[config.mk]
export PLATFORM = sky130hd
export DESIGN_NAME = ssl_switch_latch
export DESIGN_NICKNAME = d
export VERILOG_FILES = /design/src/rtl/ssl_pkg.sv /design/src/rtl/ssl_fifo.sv /design/src/rtl/ssl_switch_latch.sv
export SDC_FILE = /design/constraint.sdc
export NUM_CORES = 1
export LEC_CHECK = 0
export ABC_AREA = 1
export BUFFER_PORTS_ARGS = -buffer_cell sky130_fd_sc_hd__buf_4
export CAP_MARGIN = 20
export CORE_ASPECT_RATIO = 0.8
export CORE_UTILIZATION = 62
export CTS_BUF_LIST = sky130_fd_sc_hd__clkbuf_4
export CTS_CLUSTER_SIZE = 28
export DETAILED_ROUTE_END_ITERATION = 8
export PLACE_DENSITY = 0.82
export SYNTH_ARGS = -nofsm -noshare
export SYNTH_HDL_FRONTEND = slang
export SYNTH_SLANG_ARGS = --single-unit
export TNS_END_PERCENT = 10
[constraint.sdc]
create_clock -name ref_clk -period 3.1 [get_ports ref_clk]
set_input_delay 0.155 -clock ref_clk [delete_from_list [all_inputs] [get_ports ref_clk]]
set_output_delay 0.155 -clock ref_clk [all_outputs]
set_load 0.05 [all_outputs]
[src/rtl/ssl_pkg.sv]
// Package for the serial switch latch control block
//
// Overview of operation
// - Each rising shift-clock edge shifts the data input into the 32-stage register and moves every bit one stage on.
// - A high-to-low edge of latch_load_n copies the whole shift register into the 32 latches.
// - With latch_load_n high the latches hold, and shifting never touches the switch states.
// - While latch_clear is high all 32 latches are forced to zero, opening every switch.
// - latch_clear never alters the shift register, which keeps shifting and keeps its data.
// - Each switch is driven only by its own latch bit.
// - Devices cascade by serial output to serial input, sharing clock, latch_load_n and latch_clear.
// - One falling latch_load_n edge updates every device in a chain at once.
// - The serial output follows stage 31 of the shift register.
// - While latch_load_n is low the latches are transparent to the shift register.
// - latch_clear has priority over every input except srst for the switch outputs.
package ssl_pkg;
	localparam int SSL_CHANNELS = 32;
	localparam int SSL_FIFO_DEPTH = 8;
	localparam int SSL_LAST_STAGE = 31;
	localparam logic [31:0] SSL_LATCH_RESET = 32'h00000000;
	localparam logic [31:0] SSL_SHIFT_RESET = 32'h00000000;
	localparam int SSL_CLK_MHZ = 100;
	localparam int SSL_SHIFT_MAX_MHZ = 20;
	localparam int SSL_SHIFT_MIN_CYCLES = (SSL_CLK_MHZ + SSL_SHIFT_MAX_MHZ - 1) / SSL_SHIFT_MAX_MHZ;

	typedef struct packed {
		logic dataIn;
		logic shiftEdge;
		logic latchLoadN;
		logic latchClear;
	} ssl_ctrl_type;
endpackage : ssl_pkg

[src/rtl/ssl_fifo.sv]
// Parameterised valid/ready FIFO
`timescale 1ns/1ps
`default_nettype none
module ssl_fifo #(
	parameter int WIDTH = 4,
	parameter int DEPTH = 8
) (
	input  wire logic             ref_clk,
	input  wire logic             srst,
	input  wire logic [WIDTH-1:0] inData,
	input  wire logic             inValid,
	output var  logic             inReady,
	output var  logic [WIDTH-1:0] outData,
	output var  logic             outValid,
	input  wire logic             outReady
);
	localparam int AW = $clog2(DEPTH);
	logic [WIDTH-1:0] mem [DEPTH];
	logic [AW-1:0]    wrPtr;
	logic [AW-1:0]    rdPtr;
	logic [AW:0]      count;
	logic             doWr;
	logic             doRd;

	assign doWr = inValid && inReady;
	assign doRd = outValid && outReady;
	assign inReady = (count != (AW+1)'(DEPTH));
	assign outValid = (count != '0);
	assign outData = mem[rdPtr];

	always_ff @(posedge ref_clk) begin
		if (doWr) begin
			mem[wrPtr] <= inData;
		end
	end

	always_ff @(posedge ref_clk) begin
		if (srst) begin
			wrPtr <= '0;
			rdPtr <= '0;
			count <= '0;
		end else begin
			if (doWr) begin
				wrPtr <= (wrPtr == AW'(DEPTH-1)) ? '0 : wrPtr + 1'b1;
			end
			if (doRd) begin
				rdPtr <= (rdPtr == AW'(DEPTH-1)) ? '0 : rdPtr + 1'b1;
			end
			count <= count + (AW+1)'(doWr) - (AW+1)'(doRd);
		end
	end
endmodule : ssl_fifo
`default_nettype wire

[src/rtl/ssl_switch_latch.sv]
// Serial shift register and switch latches, with input FIFO
`timescale 1ns/1ps
`default_nettype none
module ssl_switch_latch import ssl_pkg::*; #(
	parameter int CHANNELS = SSL_CHANNELS,
	parameter int DEPTH = SSL_FIFO_DEPTH
) (
	input  wire logic                ref_clk,
	input  wire logic                srst,
	input  wire logic                dataIn,
	input  wire logic                shiftClk,
	input  wire logic                latchLoadN,
	input  wire logic                latchClear,
	output var  logic                ctrlReady,
	output var  logic                dataOut,
	output var  logic [CHANNELS-1:0] switchCtrl
);
	// ----------------------------------------
	// Input sampling and event queue
	// ----------------------------------------
	logic         shiftClkQ;
	ssl_ctrl_type inEvent;
	ssl_ctrl_type headEvent;
	logic         inReady;
	logic         headValid;
	logic [CHANNELS-1:0] shiftReg;

	// One shift step, shared by the register and the transparent latch path
	function automatic logic [CHANNELS-1:0] shifted(input logic [CHANNELS-1:0] cur, input logic bitIn);
		return {cur[CHANNELS-2:0], bitIn};
	endfunction : shifted

	always_ff @(posedge ref_clk) begin
		if (srst) begin
			shiftClkQ <= 1'b0;
		end else begin
			shiftClkQ <= shiftClk;
		end
	end

	always_comb begin
		inEvent.dataIn = dataIn;
		inEvent.shiftEdge = shiftClk && !shiftClkQ;
		inEvent.latchLoadN = latchLoadN;
		inEvent.latchClear = latchClear;
	end

	// Queue delays the pin events by one cycle; its drain is always ready, so it never fills
	ssl_fifo #(
		.WIDTH($bits(ssl_ctrl_type)),
		.DEPTH(DEPTH)
	) u_fifo (
		.ref_clk (ref_clk),
		.srst    (srst),
		.inData  (inEvent),
		.inValid (1'b1),
		.inReady (inReady),
		.outData (headEvent),
		.outValid(headValid),
		.outReady(1'b1)
	);

	always_ff @(posedge ref_clk) begin
		if (srst) begin
			ctrlReady <= 1'b0;
		end else begin
			ctrlReady <= inReady;
		end
	end

	// ----------------------------------------
	// Shift register
	// ----------------------------------------
	// Clear is deliberately absent here so data survives a clear
	always_ff @(posedge ref_clk) begin
		if (srst) begin
			shiftReg <= CHANNELS'(SSL_SHIFT_RESET);
		end else if (headValid && headEvent.shiftEdge) begin
			shiftReg <= shifted(shiftReg, headEvent.dataIn);
		end
	end

	always_ff @(posedge ref_clk) begin
		if (srst) begin
			dataOut <= 1'b0;
		end else if (headValid && headEvent.shiftEdge) begin
			dataOut <= shiftReg[CHANNELS-2];
		end
	end

	// ----------------------------------------
	// Latches
	// ----------------------------------------
	// Bit i drives switch i alone; one means closed
	always_ff @(posedge ref_clk) begin
		if (srst) begin
			switchCtrl <= CHANNELS'(SSL_LATCH_RESET);
		end else if (headValid) begin
			if (headEvent.latchClear) begin
				switchCtrl <= CHANNELS'(SSL_LATCH_RESET);
			end else if (!headEvent.latchLoadN) begin
				// Falling edge and low level both pass the register through
				switchCtrl <= headEvent.shiftEdge
					? shifted(shiftReg, headEvent.dataIn)
					: shiftReg;
			end else begin
				switchCtrl <= switchCtrl;
			end
		end
	end
endmodule : ssl_switch_latch
`default_nettype wire

# Word level (Yosys, flattened, before mapping)
# Memory sizes are Yosys's and may differ from the RTL's. A register that Yosys moved wholly into a read port is not among the register bits.
# Cells that the tools add are included.
# Widths: inputs -> output; s select.
# totals
reg_bits	77
ramBits	32
out_inout_bits	34
n_memories	1
# mem_list
memory	depth	width	read_ports	rd_clocked_by_memory_dff	wr	line_no	rtl
u_fifo.mem	8	4	1	1	1	ssl_fifo.sv:18	logic [WIDTH-1:0] mem [DEPTH];
# classes
addsub	4
n_eq_ne	4
mux	9
reduce_logical	5
# op_table
op	count
$mux 32	3
$mux 3	4
$add 3x1->3 const B	2
$eq 3x3->1 const B	2
$add 4x1->4	1
$ne 4x4->1 const B	1
$reduce_bool 4->1	1
$sub 4x1->4	1
$logic_and 1x1->1	2
$mux 1	2
$ne 2x2->1 const B	1
$reduce_and 2->1	1
$logic_not 1->1	1

# Logic depth before layout (Yosys ltp)
# Gate-level depths: netlist (run 1).
# logic_depth
word_depth	4
depth_mapped	13

# Modules after synthesis
# A second synthesis (run 1) with hierarchy kept.
# unflattened
cells_unflattened	593
hier_area_um2	4800.9
# modules_own_cells
module	instances	cells_each	area_each_um2	seq_area_each_um2
ssl_switch_latch	1	360	2671.3	1321.3
ssl_fifo	1	233	2129.5	1221.2

# Worst setup path before layout (run 1)
# Ideal clock, no wire load.
# synth_path
path_type	register to register
from	register u_fifo.count[2]
to	register u_fifo.count[2]
setup_time_ns	0.128
arrival_ns	2.159
path_slack_ns	0.814
path_stages_with_launch	13
path_buffers	2
path_cell_list	dfxtp_1 inv_1 ha_1 nand2_1 buf_2 buf_1 ha_1 inv_1 ha_1 inv_1 fa_1 xor2_1 nor2_1
# synth_lines
element	line_no	rtl
start, declared	ssl_fifo.sv:21	logic [AW:0] count;
start signal, assigned	ssl_fifo.sv:49	count <= count + (AW+1)'(doWr) - (AW+1)'(doRd);
$reduce_bool 4->1	ssl_fifo.sv:28	assign outValid = (count != '0);
via headValid	ssl_switch_latch.sv:25	logic headValid;
$sub 4x1->4	ssl_fifo.sv:49	
# The timed path passes the listed nets, and every way through them passes these cells.
# A chain may end at the register's enable or synchronous reset.

# Worst setup path in the final report (run 1)
# layout_path
from	register u_fifo.count[3]
to	register u_fifo.count[3]
# layout_between
elab_chain_cells	3
# layout_rtl
element	line_no	rtl
$ne 4x4->1	ssl_fifo.sv:27	assign inReady = (count != (AW+1)'(DEPTH));
$add 4x1->4	ssl_fifo.sv:49	
$sub 4x1->4 *	ssl_fifo.sv:49	
# Every way passes the cells marked *; elsewhere a longest branch is shown, timed or not.

==> results of run 1 <==
worst max-delay path, delay by kind of cell (launching register included):
family | cells | cell delay (ns)
fa+ha+maj | 3 | 0.77
buf+inv | 2 | 0.13
flops | 1 | 0.39
compound gates | 3 | 0.51
simple gates | 3 | 0.54
metal layers:
layer | GRT usage (%) | up-vias | share of wire [%]
met2 | 40.7 | 97 | 46
met3 | 5.39 | 16 | 4.3
met1 | 34.6 | 1814 | 49
met5 | 0 | - | 0
met4 | 10.0 | 0 | 1.3
li1 | - | 1970 | -
per-stage QoR:
| stage | power [mW] | cell area (sq um) |
|---|---|---|
| CTS | 4.56 | 5410 |
| global route | 4.88 | 5410 |
| global placement | 3.74 | 5230 |
| detailed placement | 3.85 | 5230 |
| finish | 4.57 | 5410 |
| floorplan | 3.71 | 4990 |
worst max path at each step:
stage | cells after the start | endpoint | start
3_5_place_dp | 11 | u_fifo.count[3]$_SDFF_PP0_ | u_fifo.count[3]$_SDFF_PP0_
4_1_cts | 11 | u_fifo.count[3]$_SDFF_PP0_ | u_fifo.count[3]$_SDFF_PP0_
2_1_floorplan | 12 | u_fifo.count[2]$_SDFF_PP0_ | u_fifo.count[2]$_SDFF_PP0_
6_report | 11 | u_fifo.count[3]$_SDFF_PP0_ | u_fifo.count[3]$_SDFF_PP0_
5_1_grt | 9 | shiftReg[30]$_SDFFE_PP0P_ | flop
3_3_place_gp | 10 | u_fifo.count[2]$_SDFF_PP0_ | u_fifo.count[2]$_SDFF_PP0_
where the power goes:
| group | switching [mW] | total, mW | internal, mW |
|---|---|---|---|
| combinational | 1.51 | 2.02 | 0.511 |
| sequential | 0.125 | 1.83 | 1.71 |
| clock | 0.445 | 0.719 | 0.274 |
| total | 2.07 | 4.57 | 2.49 |
sequential cells by signal, summed over array words and instances, names as in the netlist, named ones only:
signal	cells
shiftReg	32
switchCtrl	32
u_fifo.mem	32
u_fifo.count	4
u_fifo.rdPtr	3
u_fifo.wrPtr	3
ctrlReady	1
shiftClkQ	1
layout make-up:
type	count	share of cell area (%)
Multi-Input combinational cell	406	37.3
Sequential cell	111	47.0
Timing Repair Buffer	51	7.30
Inverter	49	3.49
Tap cell	105	2.43
Clock buffer	12	1.66
Clock inverter	4	0.878
cells by family (layout without fill, tap and decap cells):
logic type      Yosys count  in the layout  synth area share, %
compound gates           84             84                 10.9
xor+xnor                  1              1                0.175
fa+ha+maj                11             11                 2.91
buf+inv                  83            116                 8.72
flops                   111            111                 50.9
simple gates            310            310                 26.4
placed cells by master, fill, tap and decap left out:
cell	count
nor3_1	2
clkinv_2	1
fa_1	1
inv_1	45
nand4_1	1
edfxtp_1	32
bufinv_16	1
nand3_1	47
dlygate4sd3_1	5
inv_6	2
dfxtp_1	79
a21oi_1	38
ha_1	10
a21oi_2	30
clkinv_1	1
nand2_2	34
nor2_1	21
o21ai_0	13
a211oi_1	1
nand2_4	1
clkbuf_4	12
o31ai_1	1
o211a_1	1
buf_4	46
xor2_1	1
nand2_1	204
inv_2	3
==> run summary, run 1 <==
Die span in x: 102 um
Reg2reg setup slack: 0.71 ns
Initial core utilization: 65.7%
Number of global-route vias before repair: 3626
Commonest cells in the netlist: nand2_1 (204), dfxtp_1 (79), nand3_1 (47), inv_1 (45), a21oi_1 (38)
CTS tree: yes
Postcts setup bufs: 0
Gr usage total: 25.6%
Seq/Total Area, Yosys: 50.9%
DRC Markers: 0
Crit start category: flop
Clock Latency Late Sink: 0.46 ns
YS warnings: 0
Synth Register Bits: 111
Register area: 2540 sq um
Die ar.: 8420 sq um
Final wirelength: 9880 um
Wirelength per Cell: 13.4 um
Critical path's most frequent cell: ha_1
DPL Wire Length: 6570 um
Fin crit period: 2.39 ns
Post-CTS sizing: 0
Largest net degree at the start of global routing: 53
Layout cells sized above 1: 20.5%
Slew headroom: 54.7%
CP required: 3.50 ns
Clk sinks: 111
FMAX: 0.419 GHz
Mapped Cells: 600
CP endpoint kind: flop
CTS H-tree lvls: 3
Pre-CTS setup slack: 0.775 ns
Core area: 7600 sq um
Setup_tns: 0 ns
Area of the multi-input gates: 2020 sq um
Vias per inst: 5.28
Cell variety after synth: 28
First-pass GRT wire length: 16500 um
WHS: 0.456 ns
Synth area leaders: dfxtp_1 (32%), edfxtp_1 (19%), nand2_1 (15%), a21oi_2 (5.3%), nand3_1 (4.7%)
Hold Crit Class: input port to flop
Post-synthesis cell area: 4990 sq um
Clock Tree Root: clkbuf_4
Syn nets: 617
Worst Path Arrival: 2.79 ns
Area share of the largest cell type after synthesis: 31.7%
WHS Path Cells: 4
Most common cell in the netlist: nand2_1
GPL Wtd Cong: 0.851
Reg2Reg Depth: 11
Die Span Y: 82.3 um
CP max-delay cell: nand2_1
Final #Nets: 645
Outcome: complete, no violations
N_diodes: 0
Crit Path Category: flop to flop
Hold EP: shiftClkQ$_SDFF_PP0_
Layout Cells excl Fill: 738
TritonCTS buffer count: 9
CTS max path bufs: 2
CTS Hold Buffers Added: 5
Power per cell area: 844 nW/um^2
Slew at the pin closest to its max-slew limit: 0.680 ns
Worst-path clk slew: 0.15 ns
DR pass1 iterations: 5
IO Port Bufs: 39
Initial antenna violation count: 0
FILL cells: 633
CP max stage delay: 0.45 ns
Final Util: 71.2%
Area leader, netlist: dfxtp_1
Fin crit share: 77.1%
Post-synth top flop: dfxtp_1
Post-synth EDFFs: 32
Via count: 3897
Final setup fails: 0
Async set-reset flop share out of synthesis: 0%
I/O Pins: 40
Rows: 28
End of the worst register-to-register path: u_fifo.count[3]$_SDFF_PP0_
Initial drt markers: 277
Max Slew Vio Count: 0
Clock Skew: 0.0139 ns
Hold_sp: shiftClk
Hold Violations, Final: 0
Max-cap violations: 0
Leakage: 2.23 nW
RR Startpoint: u_fifo.count[3]$_SDFF_PP0_
DP Cell Count: 717
Worst setup margin: 0.711 ns
DRT antenna net count: 0
Avg Inst Size Synth: 8.32 sq um
Peak VDD IR: 0.656 mV
P&R area growth vs syn: 8.37%
Max Fanout on Critical Path: 17
CP Cell Sequence: inv_1, ha_1, nand2_1, ha_1, inv_1, ha_1, nand2_1, nor2_1, a211oi_1, o21ai_0, a21oi_1
RSZ-0062 raised after global routing: false
Gr ovfl total: 0
No activity file was read; power rests on OpenSTA's default activity.
==> inputs of run 2 (changes only) <==
ABC_AREA = 0   (was 1)
clock period = 2.3 ns   (was 3.1 ns; I/O delays follow)
==> run summary, run 2 <==
Rows: 28
Crit Path Category: flop to flop
Clk sinks: 111
Synth Register Bits: 111
CP required: 2.67 ns
Vias per inst: 5.69
DPL Wire Length: 5720 um
FMAX: 0.468 GHz
N_diodes: 0
Worst Path Arrival: 2.51 ns
Cell variety after synth: 32
Mapped Cells: 418
Post-synthesis cell area: 4800 sq um
Syn nets: 435
Max Fanout on Critical Path: 28
FILL cells: 545
Number of global-route vias before repair: 2983
Hold Violations, Final: 0
Commonest cells in the netlist: dfxtp_1 (79), a21oi_1 (40), inv_1 (40), mux2i_1 (33), edfxtp_1 (32)
CTS H-tree lvls: 3
CP endpoint kind: flop
Wirelength per Cell: 15.4 um
Synth area leaders: dfxtp_1 (33%), edfxtp_1 (20%), o32ai_2 (10%), mux2i_1 (6.9%), a21oi_1 (4.2%)
IO Port Bufs: 39
Power per cell area: 1120 nW/um^2
Initial antenna violation count: 0
DR pass1 iterations: 4
Async set-reset flop share out of synthesis: 0%
Setup_tns: 0 ns
Outcome: complete, no violations
Post-synth EDFFs: 32
Worst-path clk slew: 0.17 ns
P&R area growth vs syn: 14.1%
DRC Markers: 0
Post-synth top flop: dfxtp_1
Power, Total: 6.14 mW
Gr usage total: 23.0%
Initial core utilization: 64.4%
Area share of the largest cell type after synthesis: 32.9%
Max-cap violations: 0
Max Slew Vio Count: 0
Clock Tree Root: clkbuf_4
Crit start category: flop
YS warnings: 0
CTS max path bufs: 2
I/O Pins: 40
Post-route design area: 5480 sq um
Layout cells sized above 1: 26.1%
Die ar.: 8110 sq um
Post-CTS sizing: 0
Area leader, netlist: dfxtp_1
Clock Skew: 0.0203 ns
Area of the multi-input gates: 1960 sq um
Die span in x: 100 um
Final setup fails: 0
Die Span Y: 80.7 um
Commonest non-fill, non-tap cell in the layout: dfxtp_1
Fin crit share: 92.9%
Avg Inst Size Synth: 11.5 sq um
Peak VDD IR: 0.721 mV
DRT antenna net count: 0
Area after DPL: 5290 sq um
Hold Crit Class: input port to flop
Largest net degree at the start of global routing: 77
Via count: 3215
WHS: 0.292 ns
Core area: 7460 sq um
First-pass GRT wire length: 14200 um
Slew headroom: 38.2%
TritonCTS buffer count: 9
Commonest cells after routing, fill and taps aside: dfxtp_1 (79), buf_4 (53), inv_1 (40)
Final wirelength: 8680 um
Most common cell in the netlist: dfxtp_1
Slew at the pin closest to its max-slew limit: 0.928 ns
Largest regs: shiftReg x32, switchCtrl x32, u_fifo.mem x32
CTS tree: yes
RSZ-0062 raised after global routing: false
Clock Latency Late Sink: 0.46 ns
Fin crit period: 2.14 ns
Register area: 2540 sq um
Leakage: 1.93 nW
Seq/Total Area, Yosys: 52.9%
Gr ovfl total: 0
GPL Wtd Cong: 0.777
Initial drt markers: 149
Final #Nets: 472
run 2: cell count changes after synthesis, moves of 6 or more:
| cell | previous run | this run |
|---|---|---|
| a21oi_2 | 30 | 0 |
| buf_4 | 9 | 0 |
| clkbuf_1 | 10 | 17 |
| mux2i_1 | 0 | 33 |
| mux4_2 | 0 | 8 |
| nand2_1 | 204 | 6 |
| nand2_2 | 34 | 0 |
| nand3_1 | 47 | 31 |
| nor2_1 | 21 | 11 |
| nor3_1 | 2 | 8 |
| o21ai_0 | 13 | 2 |
| o21ai_1 | 0 | 29 |
| o32ai_2 | 0 | 30 |
run 2: area by class of cell:
class / count / share of cell area, %
clock buffer: 10 / 1.37
clock inverter: 6 / 1.42
inverter: 41 / 2.81
multi-input combinational: 230 / 35.8
sequential: 111 / 46.4
tap: 105 / 2.40
timing repair buffer: 62 / 9.82
run 2: critical path, stage by stage (launching register included):
cell	delay, ns
dfxtp_1	0.59
mux4_2	0.38
mux2_2	0.32
or3b_1	0.42
buf_12	0.20
o32ai_2	0.13
run 2: routing by layer:
layer	vias to the layer above	wire, um	share of wire (%)	track usage [%]
met5	-	0	0	0
met4	0	102	1.2	6.67
met3	8	291	3.4	6.02
met2	61	4410	51	39.5
met1	1561	3870	45	28.9
li1	1585	-	-	-
run 2: cell families (layout without fill, tap and decap cells):
group	Yosys count	count (layout)	synth area share [%]
buffers and inverters	77	119	6.90
DFF	111	111	52.9
xor gates and xnor gates	2	2	0.365
adders and majority gates	11	11	3.02
AOI/OAI and AO/OA	104	104	18.1
muxes	45	45	11.6
and+or+nand+nor	68	68	7.11
run 2: path summary, 6_finish.rpt:
check                                      to  slack [ns]                       start  depth (start not counted)
hold / removal     switchCtrl[4]$_SDFFE_PP0P_        0.29                        srst                          5
setup / recovery  switchCtrl[25]$_SDFFE_PP0P_        0.16                        flop                          5
hold reg to reg    switchCtrl[0]$_SDFFE_PP0P_        0.49  switchCtrl[0]$_SDFFE_PP0P_                          2
setup reg to reg  switchCtrl[25]$_SDFFE_PP0P_        0.16                        flop                          5
run 2: power by group:
group | leakage (nW) | total, mW | internal, mW | switching, mW
registers | 0.934 | 2.36 | 2.23 | 0.132
logic | 0.911 | 2.78 | 1.09 | 1.69
clock network | 0.0806 | 0.999 | 0.363 | 0.635
run 2: metrics by stage:
step	std cells	util [%]	worst slack (ns)
2_1_floorplan	418	-	0.0162
3_3_place_gp	545	70.9	0.253
3_5_place_dp	545	70.9	0.182
4_1_cts	565	73.4	0.158
5_1_grt	565	73.4	0.0531
6_report	565	73.4	0.163
run 2: what timing repair did:
action | 4_1_cts | 5_1_grt
setup buffers | 0 | 0
hold buffers | 4 | 0
endpoints found under the hold margin | 25 | 0
